[src/pfgpio_pkg.sv]
// Package with register map, reset values and carriers of the port F GPIO block
package pfgpio_pkg;

  localparam int unsigned PFGPIO_WIDTH = 8;
  localparam int unsigned PFGPIO_AW = 2;

  // ==========================================================
  // Register offsets
  localparam logic [1:0] PFGPIO_OFS_DIRECTION = 2'h0;
  localparam logic [1:0] PFGPIO_OFS_OUTPUT_LATCH = 2'h1;
  localparam logic [1:0] PFGPIO_OFS_PIN_READBACK = 2'h2;

  // ==========================================================
  // Reset and fixed read values
  localparam logic [7:0] PFGPIO_RST_DIRECTION = 8'h00;
  localparam logic [7:0] PFGPIO_RST_OUTPUT_LATCH = 8'h00;
  localparam logic [7:0] PFGPIO_DIRECTION_READ = 8'hff;
  localparam logic [7:0] PFGPIO_UNMAPPED_READ = 8'h00;
  localparam logic [7:0] PFGPIO_IDLE_READ = 8'h00;

  // ==========================================================
  // Pin positions
  localparam int unsigned PFGPIO_BIT_INTERRUPT_TWO = 0;
  localparam int unsigned PFGPIO_BIT_TRIGGER = 3;
  localparam int unsigned PFGPIO_BIT_CLOCK = 7;

  // ==========================================================
  // Carriers
  typedef struct packed {
    logic [1:0] addr;
    logic [7:0] wdata;
    logic wr;
    logic rd;
  } pfgpio_req_t;

  typedef struct packed {
    logic [7:0] out;
    logic [7:0] oe;
  } pfgpio_pins_t;

endpackage : pfgpio_pkg

[src/pfgpio_top.sv]
// Port F general purpose I/O port: registers, pin drive and alternate functions
//
// The implementer's own choices: the placing of the registers and strobed register access.
`timescale 1ns/100ps
// Overview of operation
// (RULE1) Direction register: eight bits, 1 makes pin output, 0 makes input.
// (RULE2) Direction register is write-only; reads return a fixed meaningless value.
// (RULE3) Direction bit 7 set drives the system clock on pin 7, else input; the code drives a half-rate toggle of i_clk instead.
// (RULE4) Output latch is eight bits, read/write, holds levels driven on output pins.
// (RULE5) Software writes only zero to latch bit 7; it resets to zero.
// (RULE6) Readback register is read-only; writes change nothing.
// (RULE7) Readback bit is latch bit for outputs, sampled pin level for inputs.
// (RULE8) Readback has no reset value; it follows the pin levels.
// (RULE9) Pin 3 is converter trigger input when both trigger select bits are 1.
// (RULE10) Pin 0 also feeds external interrupt two, besides ordinary I/O.
// (RULE11) An interrupt pin should not also be used for another function; pin 3 feeds both interrupt three and the converter trigger.
// (RULE12) Pins 6 to 1 are outputs when direction bit is 1, inputs otherwise.
// (RULE13) Reset clears direction and latch, so all pins start as inputs.
module pfgpio_top (
  input wire logic i_clk,
  input wire logic i_rst,
  input wire logic [1:0] i_addr,
  input wire logic [7:0] i_wdata,
  input wire logic i_wr,
  input wire logic i_rd,
  output logic [7:0] o_rdata,
  input wire logic [7:0] i_pin_in,
  output logic [7:0] o_pin_out,
  output logic [7:0] o_pin_oe,
  input wire logic i_trigger_source_sel_hi,
  input wire logic i_trigger_source_sel_lo,
  output logic o_converter_trigger_in,
  output logic o_ext_interrupt_two,
  output logic o_ext_interrupt_three
);

  // ==========================================================
  // Register state
  pfgpio_pkg::pfgpio_req_t req;
  logic [7:0] port_f_direction;
  logic [7:0] port_f_output_latch;
  logic [7:0] next_port_f_direction;
  logic [7:0] next_port_f_output_latch;
  logic [7:0] pin_sample;
  logic [7:0] port_f_pin_readback;
  logic [7:0] next_rdata;

  assign req = '{addr: i_addr, wdata: i_wdata, wr: i_wr, rd: i_rd};

  always_comb begin
    next_port_f_direction = port_f_direction;
    next_port_f_output_latch = port_f_output_latch;
    if (req.wr) begin
      case (req.addr)
        pfgpio_pkg::PFGPIO_OFS_DIRECTION: begin
          next_port_f_direction = req.wdata; // RULE1
        end
        pfgpio_pkg::PFGPIO_OFS_OUTPUT_LATCH: begin
          // Bit 7 kept as written; software is expected to leave it zero
          next_port_f_output_latch = req.wdata; // RULE4 RULE5
        end
        default: begin
          // Readback and unmapped offsets swallow writes
          next_port_f_direction = port_f_direction; // RULE6
        end
      endcase
    end
  end

  always_ff @(posedge i_clk) begin
    if (i_rst) begin
      port_f_direction <= pfgpio_pkg::PFGPIO_RST_DIRECTION; // RULE13
      port_f_output_latch <= pfgpio_pkg::PFGPIO_RST_OUTPUT_LATCH; // RULE13 RULE5
    end else begin
      port_f_direction <= next_port_f_direction;
      port_f_output_latch <= next_port_f_output_latch;
    end
  end

  // ==========================================================
  // Pin sampling, deliberately unreset so readback follows the pins
  always_ff @(posedge i_clk) begin
    pin_sample <= i_pin_in; // RULE8
  end

  genvar gi;
  generate
    for (gi = 0; gi < pfgpio_pkg::PFGPIO_WIDTH; gi++) begin : g_readback
      assign port_f_pin_readback[gi] = port_f_direction[gi] ? port_f_output_latch[gi] : pin_sample[gi]; // RULE7
    end
  endgenerate

  // ==========================================================
  // Read port: data stands only in the cycle after the strobe
  always_comb begin
    next_rdata = pfgpio_pkg::PFGPIO_IDLE_READ;
    if (req.rd) begin
      case (req.addr)
        pfgpio_pkg::PFGPIO_OFS_DIRECTION: next_rdata = pfgpio_pkg::PFGPIO_DIRECTION_READ; // RULE2
        pfgpio_pkg::PFGPIO_OFS_OUTPUT_LATCH: next_rdata = port_f_output_latch; // RULE4
        pfgpio_pkg::PFGPIO_OFS_PIN_READBACK: next_rdata = port_f_pin_readback; // RULE7
        default: next_rdata = pfgpio_pkg::PFGPIO_UNMAPPED_READ;
      endcase
    end
  end

  always_ff @(posedge i_clk) begin
    if (i_rst) begin
      o_rdata <= pfgpio_pkg::PFGPIO_IDLE_READ;
    end else begin
      o_rdata <= next_rdata;
    end
  end

  // ==========================================================
  // Pin drive
  pfgpio_pkg::pfgpio_pins_t pins;
  pfgpio_pkg::pfgpio_pins_t next_pins;
  logic clock_phase;
  logic next_clock_phase;
  logic trigger_mode;

  assign trigger_mode = i_trigger_source_sel_hi & i_trigger_source_sel_lo;

  always_comb begin
    // Clock copy is a half-rate toggle; a flop cannot carry the full-rate clock
    next_clock_phase = ~clock_phase;
    next_pins.out = port_f_output_latch; // RULE12
    next_pins.oe = port_f_direction; // RULE12 RULE10
    next_pins.out[pfgpio_pkg::PFGPIO_BIT_CLOCK] = next_clock_phase; // RULE3
    // Trigger mode overrides the direction bit so the pin never fights the trigger
    if (trigger_mode) begin
      next_pins.oe[pfgpio_pkg::PFGPIO_BIT_TRIGGER] = 1'b0; // RULE9
    end
  end

  always_ff @(posedge i_clk) begin
    if (i_rst) begin
      clock_phase <= 1'b0;
      pins <= '0; // RULE13
    end else begin
      clock_phase <= next_clock_phase;
      pins <= next_pins;
    end
  end

  assign o_pin_out = pins.out;
  assign o_pin_oe = pins.oe;

  // ==========================================================
  // Alternate inputs, taken from the sampled pin levels
  logic next_trigger;

  assign next_trigger = trigger_mode & pin_sample[pfgpio_pkg::PFGPIO_BIT_TRIGGER];

  always_ff @(posedge i_clk) begin
    if (i_rst) begin
      o_converter_trigger_in <= 1'b0;
      o_ext_interrupt_two <= 1'b0;
      o_ext_interrupt_three <= 1'b0;
    end else begin
      o_converter_trigger_in <= next_trigger; // RULE9
      o_ext_interrupt_two <= pin_sample[pfgpio_pkg::PFGPIO_BIT_INTERRUPT_TWO]; // RULE10
      o_ext_interrupt_three <= pin_sample[pfgpio_pkg::PFGPIO_BIT_TRIGGER];
    end
  end

endmodule : pfgpio_top

[config.mk]
export PLATFORM = sky130hd
export DESIGN_NAME = pfgpio_top
export DESIGN_NICKNAME = d
export VERILOG_FILES = /design/src/pfgpio_pkg.sv /design/src/pfgpio_top.sv
export SDC_FILE = /design/constraint.sdc
export NUM_CORES = 1
export LEC_CHECK = 0
export BUFFER_PORTS_ARGS = -buffer_cell sky130_fd_sc_hd__buf_2
export CORE_ASPECT_RATIO = 0.9
export CORE_MARGIN = 3
export CORE_UTILIZATION = 44
export CTS_CLUSTER_SIZE = 10
export DETAILED_ROUTE_END_ITERATION = 6
export PLACE_DENSITY = 0.8
export SLEW_MARGIN = 20
export SYNTH_ARGS = -nofsm -noshare
export SYNTH_HDL_FRONTEND = slang
export SYNTH_SLANG_ARGS = --single-unit
[constraint.sdc]
create_clock -name i_clk -period 0.8 [get_ports i_clk]
set_input_delay 0.04 -clock i_clk [delete_from_list [all_inputs] [get_ports i_clk]]
set_output_delay 0.04 -clock i_clk [all_outputs]
set_load 0.05 [all_outputs]
-- Word level (Yosys, flattened, before mapping)
Cells that the tools add are included.
- register bits: 52
- input bits: 24
- output and inout port bits: 27
- word-level logic and storage cells: 31
- equal/unequal tests: 2
- mux-type cells: 9
- bitwise operators: 4
- reductions and logical operators: 5
- operators by type and width (cell ; number):
    $pmux W8 S3 ; 1
    $mux W1 ; 8
    $reduce_and A2 Y1 ; 2
    $reduce_or A2 Y1 ; 2
    $and A1 B1 Y1 ; 2
    $eq A2 B1 Y1 const B ; 1
    $eq A2 B2 Y1 const B ; 1
    $logic_not A2 Y1 ; 1
    $not A1 Y1 ; 2

-- Longest topological paths before layout
- word-level depth: 2
- mapped depth: 6
- depth with buffers taken out: 3

-- Least setup slack after synthesis
No wires, ideal clock.
- path kind: input to register
- from: input i_rd
- to: register o_rdata[0]
- library setup time: 0.117 ns
- arrival time: 0.720 ns
- path slack: -0.037 ns
- stages on the path: 5
- buffers on the path: 2
- path through: nor2b_2 > buf_6 > nor2b_4 > buf_6 > a32o_1
- word-level cells in the longest chain between the ends: 2
- RTL lines (item ; line ; text):
    start, declared ; pfgpio_top.sv:25 ; input wire logic i_rd,
    $not A1 Y1 (no line) ; n/a ;
    $reduce_or A2 Y1 (no line) ; n/a ;
    end signal, assigned ; pfgpio_top.sv:109 ; o_rdata <= pfgpio_pkg::PFGPIO_IDLE_READ;
    end signal, assigned ; pfgpio_top.sv:111 ; o_rdata <= next_rdata;
    end, declared ; pfgpio_top.sv:26 ; output logic [7:0] o_rdata,
No other way between the ends.
A chain may end at the register's enable or synchronous reset.

-- Worst setup path after layout
- from: register pins, in the netlist o_pin_oe[3]
- to: output o_pin_oe[3]
- RTL lines (item ; line ; text):
    start, declared ; pfgpio_top.sv:117 ; pfgpio_pkg::pfgpio_pins_t pins;
    start signal, assigned ; pfgpio_top.sv:143 ; pins <= next_pins;
    end, declared ; pfgpio_top.sv:29 ; output logic [7:0] o_pin_oe,
No word-level cell between the ends.

==> results summary <==
The flow ran to the end, but the final reports show violations. The final reports fail on setup timing. The number of buffer and inverter instances along the worst setup path came out at 1. At the end of the flow, the number of nets in the layout was 292.

The leading cell type in the layout, fill and taps excluded is sky130_fd_sc_hd__dfxtp_2. During placement, the flow inserted port buffers numbering 50. The width of the die is 71.26 µm. The final global-route overflow total is 0. On the worst path, the slowest cell contributes a delay of 0.35 ns. The number of antenna repair diodes is 0. The share of layout cells above drive strength 1 is 0.5204. The critical path goes through buf_8. The power density normalized to cell area is around 1800 nW/µm². The type of the most critical hold path is in2reg. The post-synthesis instance area is 1687 µm².

The largest net degree at the start of global routing came out at 19. The clock latency on the worst-skew pair came out at around 0.30 ns. Compared with the post-synthesis result, the final layout area differs by 60.68%. The number of different library cells used by synthesis comes to 20.

Setup repair after global routing could not meet its margin everywhere. The region available for standard cell placement spans 3528 µm². The share of the cycle needed by the critical path after routing is 1.047.

The first detailed-routing pass ran for 4 iterations. The Yosys step of the flow raised 0 warnings. The number of enable flip-flop cells after synthesis came out at 0. After the first detailed-routing iteration, the DRC count stood at slightly above 90. The synthesized area per cell came out at 9.583 µm².

For this run, the number of standard cells in the final layout without fillers is 313. The number of clock buffers inserted by TritonCTS came out at 5. The post-route core utilization is 0.7681. The number of ports placed on the die boundary came out at 51. The mean number of vias per cell came out at 4.770.

The via count of the first global-routing pass is 1460. Across all setup checks in the final design, the least slack found is -0.03795 ns. After detailed placement, the design holds a cell count of ~280.

The tightest hold path in the finished design has a slack of 0.1962 ns. The global placer's final weighted congestion is 0.7949. The floorplan step defined a die boundary enclosing 4613 µm².

The number of instances in the synthesized netlist is 176. The timing-limited maximum frequency is 1.193 GHz. When the netlist entered floorplanning its net count stood at 200. The sequential cells in the finished layout cover a total of 1065 µm². The total number of vias came out at roughly 1500. The category of cells accounting for the largest share of critical-path delay is flip-flops.

The fraction of registers with async set or reset after synthesis is 0. STA classifies the critical path startpoint as a flip-flop. The site row count came out at 20.

The largest voltage drop on the vdd net came out at 0.001232 V. The worst-path maximum fanout came out at 1. From bottom edge to top edge, the die measures roughly 65 µm.

For this design, the slowest cell found on the critical path is sky130_fd_sc_hd__dfxtp_2. The number of DRC violations after detailed routing is 0. In this run the tightest slew margin relative to its limit is 0.7810. The number of H-tree levels is 2. The wire length per cell came out at 13.47 µm. The wire-length estimate of the detail-placed layout is roughly 2600 µm. The count of nets left with antenna violations once routing finished came out at 0. The clock period minus final worst setup slack came out at 0.8379 ns.

The number of max-capacitance violations reported is 0. The worst setup path is of the reg2out kind. The final-report max-slew violation count is 0. The clock-pin slew on the worst setup and hold paths is approximately 0.09 ns. The critical path capture point type is a primary output. Setup slack on the worst reg-to-reg path comes out at 0 ns.

The post-route clock skew is 0.003748 ns. The startpoint identified for the worst hold timing path is i_rst. In this run the critical register-to-register path is launched from port_f_direction[0].

For this run, the total global-route usage over all layers was measured as 0.1965. The clock passes through at most 2 buffers. The number of fill cells in the layout is 234. The transition time at the pin with the least slew margin is about 0.33 ns. The total design power is a little under 5 mW.

The worst path required time came out at 0.76 ns. The sequential cell area fraction in the yosys report is 0.6053. The worst setup slack before clock tree synthesis came out at -0.1828 ns. The clock tree from TritonCTS is done.

The critical path starts at o_pin_oe[3]. For this design, the sink count on the clock tree is 51. The initial core utilization is 0.4780. The root buffer cell chosen for the clock tree is sky130_fd_sc_hd__clkbuf_8. The register bit total from synthesis is 51. The final hold violation count came out at 0.

The initial antenna violation count came to 0. After detailed routing, the total wire length is 4217 µm. The multi-input combinational cells in the finished layout cover a total of 560.5 µm². The data arrival at the endpoint of the critical path came out at 0.80 ns. Setup violations remaining at the end of the flow were counted as 28.

The analysis attributes to cell leakage a power of 1.171 nW. The first global-routing pass estimated 6837 µm of wire. In the layout the commonest cells are sky130_fd_sc_hd__dfxtp_2, sky130_fd_sc_hd__nand2_1, sky130_fd_sc_hd__buf_4. For this run, the leading register cell type out of synthesis is sky130_fd_sc_hd__dfxtp_1.
flip-flops by register name, summed over array words and instances, names as in the netlist:
name                    flops
port_f_direction            8
o_pin_oe                    8
port_f_output_latch         8
o_rdata                     8
o_pin_out                   8
o_converter_trigger_in      1
pin_sample                  8
o_ext_interrupt_two         1
o_ext_interrupt_three       1
per-layer routing:
metal  share of wire  track usage
met1            0.40       0.2070
met2            0.53       0.3612
met3           0.045      0.05736
met4           0.018      0.08216
met5               0            0
cells in the mapped netlist, drive strengths merged (3+ instances only):
cell,n,area share
nor2,10,0.022
dfxtp,51,0.61
a32o,8,0.047
a21oi,16,0.047
inv,16,0.036
buf,9,0.043
nor2b,9,0.039
clkbuf,3,0.0067
o21ai,16,0.047
nand2,32,0.071
metrics by stage:
step                      setup TNS, ns  instance area (µm²)
final                           -0.6364                 2710
after global routing             -1.591                 2710
after CTS                       -0.8531                 2624
after detailed placement         -3.016                 2108
after global placement           -2.448                 2108
after floorplan                 -0.1480                 1695
layout make-up:
cell class                      instances  share of cell area
Sequential cell                        51              0.3929
Timing Repair Buffer                   97              0.3278
Multi-Input combinational cell         97              0.2068
Clock buffer                            7             0.02816
Inverter                               16             0.02216
Tap cell                               44             0.02031
Clock inverter                          1            0.001847
logic make-up after synthesis:
kind of cell | Yosys count | share of synthesized area
simple gates | 56 | 0.1625
buf+inv | 28 | 0.08531
compound gates | 41 | 0.1469
flops | 51 | 0.6053
power breakdown:
part	switching (mW)	internal (mW)
logic	0.368	0.341
registers	0.0511	2.64
clock network	0.799	0.615
what timing repair did:
action,CTS,global route
cloned,0,0
buffers inserted,2,1
gates resized for setup,108,26
setup endpoints to repair,36,37
pin swaps,9,9
hold buffers,18,0
hold endpoints to repair,26,0
final timing paths:
kind                         end  depth (start not counted)
max                  o_pin_oe[3]                          1
min          port_f_direction[0]                          3
max reg2reg           o_rdata[0]                          3
min reg2reg  o_ext_interrupt_two                          2
(Power assumes the default switching activity.)
